$ cat src/verilog/iosd_map.vh
// address map and field constants for the i/o space access decoder
`ifndef IOSD_MAP_VH
`define IOSD_MAP_VH
// ----------------------------------------------------------------
// operation codes
// ----------------------------------------------------------------
`define IOSD_OP_NONE 3'h0
`define IOSD_OP_IO_READ 3'h1
`define IOSD_OP_IO_WRITE 3'h2
`define IOSD_OP_SET_BIT 3'h3
`define IOSD_OP_CLEAR_BIT 3'h4
`define IOSD_OP_SKIP_SET 3'h5
`define IOSD_OP_SKIP_CLEAR 3'h6
`define IOSD_OP_DATA_READ 3'h7
// data writes use a separate strobe
// ----------------------------------------------------------------
// address ranges
// ----------------------------------------------------------------
`define IOSD_BIT_IO_LAST 8'h1F
`define IOSD_IO_LAST 8'h3F
`define IOSD_IO_DATA_OFFSET 8'h20
`define IOSD_EXT_FIRST 8'h60
`define IOSD_EXT_LAST 8'hFF
`define IOSD_IO_ADDR_W 6
// ----------------------------------------------------------------
// data-space register offsets
// ----------------------------------------------------------------
`define IOSD_TIMER2_CONTROL_A 8'hB0
`define IOSD_TIMER2_CONTROL_B 8'hB1
`define IOSD_TIMER2_COUNT_VALUE 8'hB2
`define IOSD_TIMER2_COMPARE_A 8'hB3
`define IOSD_TIMER2_COMPARE_B 8'hB4
`define IOSD_ASYNC_TIMER_CLOCK_STATUS 8'hB6
`define IOSD_TWO_WIRE_BIT_RATE 8'hB8
`define IOSD_TWO_WIRE_STATUS_PRESCALE 8'hB9
`define IOSD_TWO_WIRE_OWN_ADDRESS 8'hBA
// ----------------------------------------------------------------
// writable bit masks and reset value
// ----------------------------------------------------------------
`define IOSD_MASK_CONTROL_A 8'hF3
`define IOSD_MASK_CONTROL_B_STORE 8'h0F
`define IOSD_MASK_FORCE 8'hC0
`define IOSD_MASK_ASYNC_WRITE 8'h60
`define IOSD_MASK_ASYNC_STATUS 8'h1F
`define IOSD_FLAG_INDEX 5'h00
`define IOSD_MASK_PRESCALE 8'h03
`define IOSD_MASK_STATUS_READ 8'hFB
`define IOSD_RESET_VALUE 8'h00
`define IOSD_ZERO_BYTE 8'h00
`define IOSD_FLAG_COUNT 8
`endif
$ cat src/verilog/iosd_access_decoder.v
// i/o space access decoder: instruction decode and extended register map
//
// Summary of operation
// - bit set/clear only for i/o 0x00-0x1F
// - skip tests one bit in low range
// - written one clears flag, zero keeps
// - bit operations touch only the addressed bit
// - io instructions address 0x00 to 0x3F
// - data alias is i/o address plus 0x20
// - extended 0x60-0xFF by load/store only
// - io address field spans 64 locations
`timescale 1ns/1ps
`include "iosd_map.vh"
module iosd_access_decoder (
  sys_clk,
  reset,
  op_valid,
  op_code,
  io_addr,
  bit_sel,
  data_addr,
  data_write,
  write_data,
  flag_event,
  upper_io_read,
  ext_status_bits,
  read_data,
  skip_next,
  op_refused,
  upper_io_write,
  upper_io_index,
  timer2_control_a,
  timer2_control_b,
  timer2_force_pulse,
  timer2_count_value,
  timer2_compare_a,
  timer2_compare_b,
  async_timer_clock_status,
  two_wire_bit_rate,
  two_wire_status_prescale,
  two_wire_own_address
);
  input wire sys_clk;
  input wire reset;
  input wire op_valid;
  input wire [2:0] op_code;
  input wire [5:0] io_addr;
  input wire [2:0] bit_sel;
  input wire [7:0] data_addr;
  input wire data_write;
  input wire [7:0] write_data;
  input wire [7:0] flag_event;
  input wire [7:0] upper_io_read;
  input wire [7:0] ext_status_bits;
  output reg [7:0] read_data;
  output reg skip_next;
  output reg op_refused;
  output reg upper_io_write;
  output reg [4:0] upper_io_index;
  output reg [7:0] timer2_control_a;
  output reg [7:0] timer2_control_b;
  output reg [1:0] timer2_force_pulse;
  output reg [7:0] timer2_count_value;
  output reg [7:0] timer2_compare_a;
  output reg [7:0] timer2_compare_b;
  output reg [7:0] async_timer_clock_status;
  output reg [7:0] two_wire_bit_rate;
  output reg [7:0] two_wire_status_prescale;
  output reg [7:0] two_wire_own_address;

  // ----------------------------------------------------------------
  // address resolution
  // ----------------------------------------------------------------
  wire is_data_op;
  wire [7:0] data_from_io;
  wire [7:0] eff_addr;
  wire io_space;
  wire low_space;
  wire ext_space;
  wire bit_op;
  wire bit_op_unused_form;
  wire bit_op_ok;
  wire [7:0] io_offset;
  wire [7:0] low_read;
  wire [4:0] low_index;
  wire low_write_full;
  wire low_bit_set;
  wire low_bit_clear;
  wire io_write;
  wire any_read;

  assign is_data_op = data_write || (op_code == `IOSD_OP_DATA_READ);
  assign data_from_io = {2'b00, io_addr} + `IOSD_IO_DATA_OFFSET;
  assign eff_addr = is_data_op ? data_addr : data_from_io;
  assign io_offset = eff_addr - `IOSD_IO_DATA_OFFSET;
  assign io_space = (eff_addr >= `IOSD_IO_DATA_OFFSET) && (eff_addr < `IOSD_EXT_FIRST);
  assign low_space = io_space && (io_offset <= `IOSD_BIT_IO_LAST);
  assign ext_space = (eff_addr >= `IOSD_EXT_FIRST);
  assign low_index = io_offset[4:0];
  // data stores address by data_addr, so they never count as bit ops
  assign bit_op = !data_write && (op_code == `IOSD_OP_SET_BIT) ||
    !data_write && (op_code == `IOSD_OP_CLEAR_BIT) || !data_write && (op_code == `IOSD_OP_SKIP_SET) ||
    !data_write && (op_code == `IOSD_OP_SKIP_CLEAR);
  assign bit_op_unused_form = (op_code == `IOSD_OP_SET_BIT) || (op_code == `IOSD_OP_CLEAR_BIT) ||
    (op_code == `IOSD_OP_SKIP_SET) || (op_code == `IOSD_OP_SKIP_CLEAR);
  assign bit_op_ok = !data_write && (io_addr[5] == 1'b0);
  assign io_write = op_valid && (op_code == `IOSD_OP_IO_WRITE);
  assign low_write_full = low_space && ((op_valid && data_write) || io_write);
  assign low_bit_set = op_valid && bit_op_ok && (op_code == `IOSD_OP_SET_BIT);
  assign low_bit_clear = op_valid && bit_op_ok && (op_code == `IOSD_OP_CLEAR_BIT);
  assign any_read = op_valid && ((op_code == `IOSD_OP_IO_READ) ||
    (op_code == `IOSD_OP_DATA_READ));

  iosd_low_io_bank u_low_bank (
    .sys_clk(sys_clk),
    .reset(reset),
    .io_index(low_index),
    .write_full(low_write_full),
    .write_data(write_data),
    .bit_set(low_bit_set),
    .bit_clear(low_bit_clear),
    .bit_sel(bit_sel),
    .flag_event(flag_event),
    .flag_reg_index(`IOSD_FLAG_INDEX),
    .read_data(low_read)
  );

  // ----------------------------------------------------------------
  // read mux
  // ----------------------------------------------------------------
  reg [7:0] next_read;
  always @* begin
    next_read = `IOSD_ZERO_BYTE;
    if (low_space) begin
      next_read = low_read;
    end else if (io_space) begin
      next_read = upper_io_read;
    end else if (ext_space) begin
      case (eff_addr)
        `IOSD_TIMER2_CONTROL_A: next_read = timer2_control_a;
        `IOSD_TIMER2_CONTROL_B: next_read = timer2_control_b; // force bits read zero
        `IOSD_TIMER2_COUNT_VALUE: next_read = timer2_count_value;
        `IOSD_TIMER2_COMPARE_A: next_read = timer2_compare_a;
        `IOSD_TIMER2_COMPARE_B: next_read = timer2_compare_b;
        `IOSD_ASYNC_TIMER_CLOCK_STATUS: next_read = async_timer_clock_status;
        `IOSD_TWO_WIRE_BIT_RATE: next_read = two_wire_bit_rate;
        `IOSD_TWO_WIRE_STATUS_PRESCALE: next_read = two_wire_status_prescale;
        `IOSD_TWO_WIRE_OWN_ADDRESS: next_read = two_wire_own_address;
        default: next_read = `IOSD_ZERO_BYTE;
      endcase
    end
  end

  // ----------------------------------------------------------------
  // registered answers
  // ----------------------------------------------------------------
  always @(posedge sys_clk or posedge reset) begin
    if (reset) begin
      read_data <= `IOSD_RESET_VALUE;
      skip_next <= 1'b0;
      op_refused <= 1'b0;
      upper_io_write <= 1'b0;
      upper_io_index <= 5'h00;
    end else begin
      skip_next <= 1'b0;
      op_refused <= op_valid && bit_op && !bit_op_ok;
      upper_io_write <= io_space && !low_space && ((op_valid && data_write) || io_write);
      upper_io_index <= io_offset[4:0];
      if (any_read) begin
        read_data <= next_read;
      end
      if (op_valid && bit_op_ok && (op_code == `IOSD_OP_SKIP_SET)) begin
        skip_next <= low_read[bit_sel];
      end
      if (op_valid && bit_op_ok && (op_code == `IOSD_OP_SKIP_CLEAR)) begin
        skip_next <= !low_read[bit_sel];
      end
    end
  end

  // ----------------------------------------------------------------
  // extended register file, data-space writes only
  // ----------------------------------------------------------------
  wire ext_write;
  assign ext_write = op_valid && data_write && ext_space;
  always @(posedge sys_clk or posedge reset) begin
    if (reset) begin
      timer2_control_a <= `IOSD_RESET_VALUE;
      timer2_control_b <= `IOSD_RESET_VALUE;
      timer2_force_pulse <= 2'b00;
      timer2_count_value <= `IOSD_RESET_VALUE;
      timer2_compare_a <= `IOSD_RESET_VALUE;
      timer2_compare_b <= `IOSD_RESET_VALUE;
      async_timer_clock_status <= `IOSD_RESET_VALUE;
      two_wire_bit_rate <= `IOSD_RESET_VALUE;
      two_wire_status_prescale <= `IOSD_RESET_VALUE;
      two_wire_own_address <= `IOSD_RESET_VALUE;
    end else begin
      timer2_force_pulse <= 2'b00;
      // reserved bit 7 never follows the status input
      async_timer_clock_status <= (async_timer_clock_status & `IOSD_MASK_ASYNC_WRITE)
        | (ext_status_bits & `IOSD_MASK_ASYNC_STATUS);
      two_wire_status_prescale <= (two_wire_status_prescale & `IOSD_MASK_PRESCALE)
        | (ext_status_bits & `IOSD_MASK_STATUS_READ & ~`IOSD_MASK_PRESCALE);
      if (ext_write) begin
        case (data_addr)
          `IOSD_TIMER2_CONTROL_A: timer2_control_a <= write_data & `IOSD_MASK_CONTROL_A;
          `IOSD_TIMER2_CONTROL_B: begin
            timer2_control_b <= write_data & `IOSD_MASK_CONTROL_B_STORE;
            timer2_force_pulse <= write_data[7:6];
          end
          `IOSD_TIMER2_COUNT_VALUE: timer2_count_value <= write_data;
          `IOSD_TIMER2_COMPARE_A: timer2_compare_a <= write_data;
          `IOSD_TIMER2_COMPARE_B: timer2_compare_b <= write_data;
          `IOSD_ASYNC_TIMER_CLOCK_STATUS: async_timer_clock_status <=
            (write_data & `IOSD_MASK_ASYNC_WRITE) | (ext_status_bits & `IOSD_MASK_ASYNC_STATUS);
          `IOSD_TWO_WIRE_BIT_RATE: two_wire_bit_rate <= write_data;
          `IOSD_TWO_WIRE_STATUS_PRESCALE: two_wire_status_prescale <=
            (write_data & `IOSD_MASK_PRESCALE) |
            (ext_status_bits & `IOSD_MASK_STATUS_READ & ~`IOSD_MASK_PRESCALE);
          `IOSD_TWO_WIRE_OWN_ADDRESS: two_wire_own_address <= write_data;
          default: timer2_force_pulse <= 2'b00;
        endcase
      end
    end
  end
endmodule // iosd_access_decoder

$ cat src/verilog/iosd_low_io_bank.v
// bit-addressable low i/o register bank with write-one-to-clear flags
`timescale 1ns/1ps
`include "iosd_map.vh"
module iosd_low_io_bank (
  sys_clk,
  reset,
  io_index,
  write_full,
  write_data,
  bit_set,
  bit_clear,
  bit_sel,
  flag_event,
  flag_reg_index,
  read_data
);
  input wire sys_clk;
  input wire reset;
  input wire [4:0] io_index;
  input wire write_full;
  input wire [7:0] write_data;
  input wire bit_set;
  input wire bit_clear;
  input wire [2:0] bit_sel;
  input wire [7:0] flag_event;
  input wire [4:0] flag_reg_index;
  output reg [7:0] read_data;

  // ----------------------------------------------------------------
  // storage: one location per low i/o address
  // ----------------------------------------------------------------
  reg [7:0] bank [0:31];
  wire is_flag_reg;
  wire [7:0] bit_mask;

  assign is_flag_reg = (io_index == flag_reg_index);
  assign bit_mask = 8'h01 << bit_sel;

  always @* begin
    read_data = bank[io_index];
  end

  genvar g;
  generate
    for (g = 0; g < 32; g = g + 1) begin : gen_loc
      localparam [4:0] loc_index = g;
      always @(posedge sys_clk or posedge reset) begin
        if (reset) begin
          bank[g] <= `IOSD_RESET_VALUE;
        end else if (loc_index == flag_reg_index) begin
          // flags: event sets, a written one clears, set wins
          bank[g] <= (bank[g] & ~(((io_index == loc_index) && write_full) ? write_data :
            (((io_index == loc_index) && bit_set) ? bit_mask : `IOSD_ZERO_BYTE)))
            | flag_event;
        end else if (io_index == loc_index) begin
          if (write_full) begin
            bank[g] <= write_data;
          end else if (bit_set) begin
            bank[g] <= bank[g] | bit_mask;
          end else if (bit_clear) begin
            bank[g] <= bank[g] & ~bit_mask;
          end
        end
      end
    end
  endgenerate
endmodule // iosd_low_io_bank

$ cat config.mk
export PLATFORM = sky130hd
export DESIGN_NAME = iosd_access_decoder
export DESIGN_NICKNAME = d
export VERILOG_FILES = /design/src/verilog/iosd_access_decoder.v /design/src/verilog/iosd_low_io_bank.v
export VERILOG_INCLUDE_DIRS = /design/src /design/src/verilog
export SDC_FILE = /design/constraint.sdc
export NUM_CORES = 1
export LEC_CHECK = 0
export BUFFER_PORTS_ARGS = -buffer_cell sky130_fd_sc_hd__buf_2
export CORE_MARGIN = 4
export CORE_UTILIZATION = 42
export CTS_CLUSTER_DIAMETER = 40
export DETAILED_ROUTE_END_ITERATION = 8
export GPL_TIMING_DRIVEN = 1
export PLACE_DENSITY = 0.61
export SYNTH_ARGS = -nofsm -noshare
export SYNTH_HDL_FRONTEND = slang
export SYNTH_HIERARCHICAL = 1
export SYNTH_SLANG_ARGS = --single-unit
$ cat constraint.sdc
create_clock -name sys_clk -period 19.3 [get_ports sys_clk]
set_clock_uncertainty 0.05 [all_clocks]
set_input_delay 1.93 -clock sys_clk [delete_from_list [all_inputs] [get_ports sys_clk]]
set_output_delay 1.93 -clock sys_clk [all_outputs]
set_load 0.02 [all_outputs]
Word-level counts from Yosys, hierarchy flattened
Index checks and enable logic that the tools add are counted.
{"block": "totals", "out_inout_bits": 90, "regBits": 340}
{"block": "classes", "reduce_logical": 73, "addsub": 2, "n_bitwise": 72, "n_mux": 113, "shift": 1, "order_cmp": 6, "eq_ne": 56}
{"op": "8-bit 2-to-1 mux", "n": 103}
{"op": "8-bit AND", "n": 32}
{"op": "8-bit bitwise OR", "n": 32}
{"op": "8-bit equality test (second input constant)", "n": 18}
{"op": "5-bit equality test (second input constant)", "n": 16}
{"op": "2-bit AND reduction", "n": 38}
{"op": "8-bit one-hot mux with 9 select lines", "n": 1}
{"op": "8-bit binary-select mux with 5-bit select", "n": 1}
{"op": "5-bit by 4-bit equality test with 1-bit output (second input constant)", "n": 8}
{"op": "1-bit logical AND", "n": 23}
{"op": "5-bit by 3-bit equality test with 1-bit output (second input constant)", "n": 4}
{"op": "8-bit NOT", "n": 2}
{"op": "2-bit by 8-bit bitwise OR with 8-bit output", "n": 2}
{"op": "7-bit 2-to-1 mux", "n": 2}
{"op": "7-bit by 5-bit bitwise OR with 7-bit output", "n": 2}
{"op": "3-bit equality test (second input constant)", "n": 4}
{"op": "5-bit by 2-bit equality test with 1-bit output (second input constant)", "n": 2}
{"op": "8-bit by 6-bit greater-or-equal comparator with 1-bit output (second input constant)", "n": 1}
{"op": "8-bit by 7-bit greater-or-equal comparator with 1-bit output (second input constant)", "n": 1}
{"op": "8-bit by 5-bit <= comparator with 1-bit output (second input constant)", "n": 1}
{"op": "8-bit by 7-bit less-than comparator with 1-bit output (second input constant)", "n": 1}
{"op": "1-bit by 3-bit << shifter with 8-bit output (first input constant)", "n": 1}
{"op": "8-bit by 6-bit subtractor with 8-bit output (second input constant)", "n": 1}
{"op": "6-bit by 6-bit adder with 7-bit output (second input constant)", "n": 1}
{"op": "14 further kinds", "n": 26}

Logic depth before layout (Yosys ltp)
{"block": "depth", "ltp_word": 12, "ltp_mapped": 19}

Hierarchy
The synthesis kept the hierarchy.
{"mod": "iosd_low_io_bank", "area_each_um2": 16736.1, "n_inst": 1, "cells_per_inst": 1764}
{"mod": "iosd_access_decoder", "area_each_um2": 4137.7, "n_inst": 1, "cells_per_inst": 352}

Worst setup path after synthesis
OpenSTA, ideal clock, no wires.
{"block": "synth_path", "path_kind": "input-to-reg", "startpoint": "input port op_code[1]", "endpoint": "register with a tool-made name", "cell_stages": 15, "setup_time_ns": 0.070, "path_slack_ns": 13.415, "arrival_time_ns": 5.764, "cell_sequence": "clkbuf_2 a31oi_1 clkbuf_1 nand2_1 a21boi_0 ha_1 or4b_2 o21a_1 nor2_1 buf_2 buf_1 mux2i_1 clkbuf_1 o211ai_1 nand3_1"}
{"element": "start, declared", "line": "iosd_access_decoder.v:46", "source": "input wire [2:0] op_code;"}

==> reports/qor.yml <==
setup_path:
  arrival_ns: 6.92
  cp-end-kind: "flip-flop"
  cp.required_ns: 19.70
  ff2ff_path_depth: 8
  critPathSlowestCell: "or3_1"
  crit_chain: "buf_2 -> a31oi_1 -> buf_4 -> nand2_1 -> a21boi_0 -> ha_1 -> or4b_2 -> o21a_1 -> nor2_4 -> buf_4 -> or3_1 -> nand2_1 -> o21ai_0 -> o221ai_1"
  path_class: "input pin to flip-flop"
  cpPeakStageDelay_ns: 0.98
  worstSetupStartpointType: "input pin"
  crit_path_max_fanout: 45
cells_and_area:
  layout.nets: 2246
  final_cell_mix: "336 x dfrtp_1, 263 x nand2_1, 193 x nand3_1, 189 x a22oi_1, 173 x o211ai_1"
  syn_to_final_growth_pct: 17.4
  final_common_cell: "dfrtp_1"
  seq_area_sq_um: 8410
  layout-drive-gt1-share_pct: 23.1
  utilization_pct: 49.9
  multiInputGateArea_sq_um: 11700
  nFillCells: 4480
detailed_routing:
  ant_nets: 0
  drt_wl_total_um: 86000
  drcViolationCount: 0
  first_iter_violations: 2821
  dr.pass1.iters: 6
  wl_per_cell_um: 29.5
  via_count: 20400
  routed_via_density: 7.02
global_routing:
  overflow: 0
  grt_pass1_vias: 19600
  grt_max_degree: 119
  track_usage_pct: 31.3
  antenna_found_initial: 10
  grt_pass1_wl_um: 128000
power_and_ir_drop:
  p_leak_nw: 8.89
  total_power_mw: 2.50
  vdd_ir_drop_max_uv: 76.6
  powerDensity_nw_per_um2: 102
sta:
  worstMarginPinSlew_ns: 1.37
  hold_ws_ns: 0.472
  setup_tns_ns: 0
  fmax_mhz: 153
  final-setup-viol-count: 0
  rsz0062_at_grt: "false"
  min_period_ns: 6.52
  hold_viol: 0
  finalCritPeriodShare_pct: 33.8
  maxSlewViolCount: 0
  max_slew_margin_pct: 7.98
status:
  status: "complete, no violations"
die:
  floorplan.initialDensity_pct: 42.6
  die_h_um: 231
  coreArea_sq_um: 49100
  row_count: 81
  dieArea_sq_um: 53300
  ios: 146
  dieWidth_um: 231
synthesis:
  netlist_top_cells_area: "dfrtp_1 40%, mux4_2 8.3%, a22oi_1 6.8%"
  ys_ff_latch: 336
  yosysSeqAreaShare_pct: 40.3
  syn_area_per_cell_sq_um: 9.86
  synthesis.area_sq_um: 20900
  post-synth-top-area-fraction_pct: 40.3
  synth_largest_area_cell: "dfrtp_1"
  synth_edf_count: 0
  synthArstFlopShare_pct: 100
  ys.flop_type: "dfrtp_1"
  ys_warn_count: 6
  ys_types: 82
  syn_inst: 2116
flow_run:
  drv_cap: 0
placement:
  finalWeightedCongestion: 1.03
  dp_hpwl_um: 56700
  io_buffers: 137
hold_path:
  hold_path.class: "flip-flop to flip-flop"
  hold_depth: 1
clock_network:
  cts_max_level: 3
  postCtsHoldBufs: 0
  cts_tree: "done"
  cts_resized: 0
  cts_buffers: 71
  clock-root-buffer: "clkbuf_16"
  clk_path_buf_depth: 3
  postCtsSetupRepairBufs: 0
  clk_latency_ns: 0.60
  clock_sinks: 336
  cts.clk_slew.worst_paths_ns: 0.05
-- cells in the mapped netlist (12+ instances only) --
cell and count:
buf_6 12, nand2_1 266, a211oi_1 18, nand3_1 193
mux4_2 77, o21ai_0 92, buf_4 16, a22oi_1 189
a211oi_2 13, a221oi_1 15, a21oi_1 100, mux2i_1 13
o211ai_1 173, buf_2 28, dfrtp_1 336, o221ai_1 80
nor3_1 13, nor2_1 50, mux2_2 78, or3_1 15
clkbuf_1 145
-- metrics by stage --
| step | instance area, sq um | std cells | setup slack (ns) |
|---|---|---|---|
| floorplan | 21000 | 2160 | 10.28 |
| global placement | 21900 | 2779 | 12.43 |
| detailed placement | 21900 | 2779 | 12.38 |
| CTS | 24500 | 2906 | 12.98 |
| global route | 24500 | 2912 | 12.58 |
| finish | 24500 | 2914 | 12.78 |
-- critical path: cells and delay by family --
family	cells	cell delay (ns)
simple gates	5	2.51
compound gates	5	1.22
buf+inv	3	0.91
fa+ha+maj	1	0.31
-- cell families after synthesis --
family | count (synthesis) | synth area share (%)
simple gates | 633 | 14.9
xor+xnor | 3 | 0.126
buf+inv | 223 | 5.06
compound gates | 744 | 25.6
mux | 174 | 13.8
other cells | 1 | 0.0180
fa+ha+maj | 2 | 0.120
flops | 336 | 40.3
-- report_power, final --
group	internal (mW)	switching (mW)	leakage [nW]
Combinational	0.138	0.222	4.17
Clock	0.891	0.427	1.24
Sequential	0.769	0.0525	3.49
Total	1.80	0.702	8.89
-- layout make-up --
cell class,count,share of cell area (%)
diodes,8,0.0817
multi-input cells,1601,47.8
flip-flops and latches,336,34.3
repair buffers,169,3.78
clock inverters,41,2.37
inverters,9,0.174
well taps,664,3.39
clock buffers,86,8.07
-- routing by layer --
layer,part of all wire (%),global-route usage [%]
met4,6.0,16.9
met3,11,8.56
met5,0.016,0
met2,44,46.0
met1,38,42.0
-- final timing paths --
path | startpoint | to | slack, ns
max in group asynchronous | reset | asynchronous set/reset pin | 15.20
setup reg to reg | flip-flop | skip_next | 15.96
hold reg to reg | timer2_count_value[5] | timer2_count_value[5] | 0.47
hold / removal | timer2_count_value[5] | timer2_count_value[5] | 0.47
min in group asynchronous | reset | asynchronous set/reset pin | 1.46
setup / recovery | op_code[2] | flip-flop | 12.78
(Power assumes the default switching activity.)
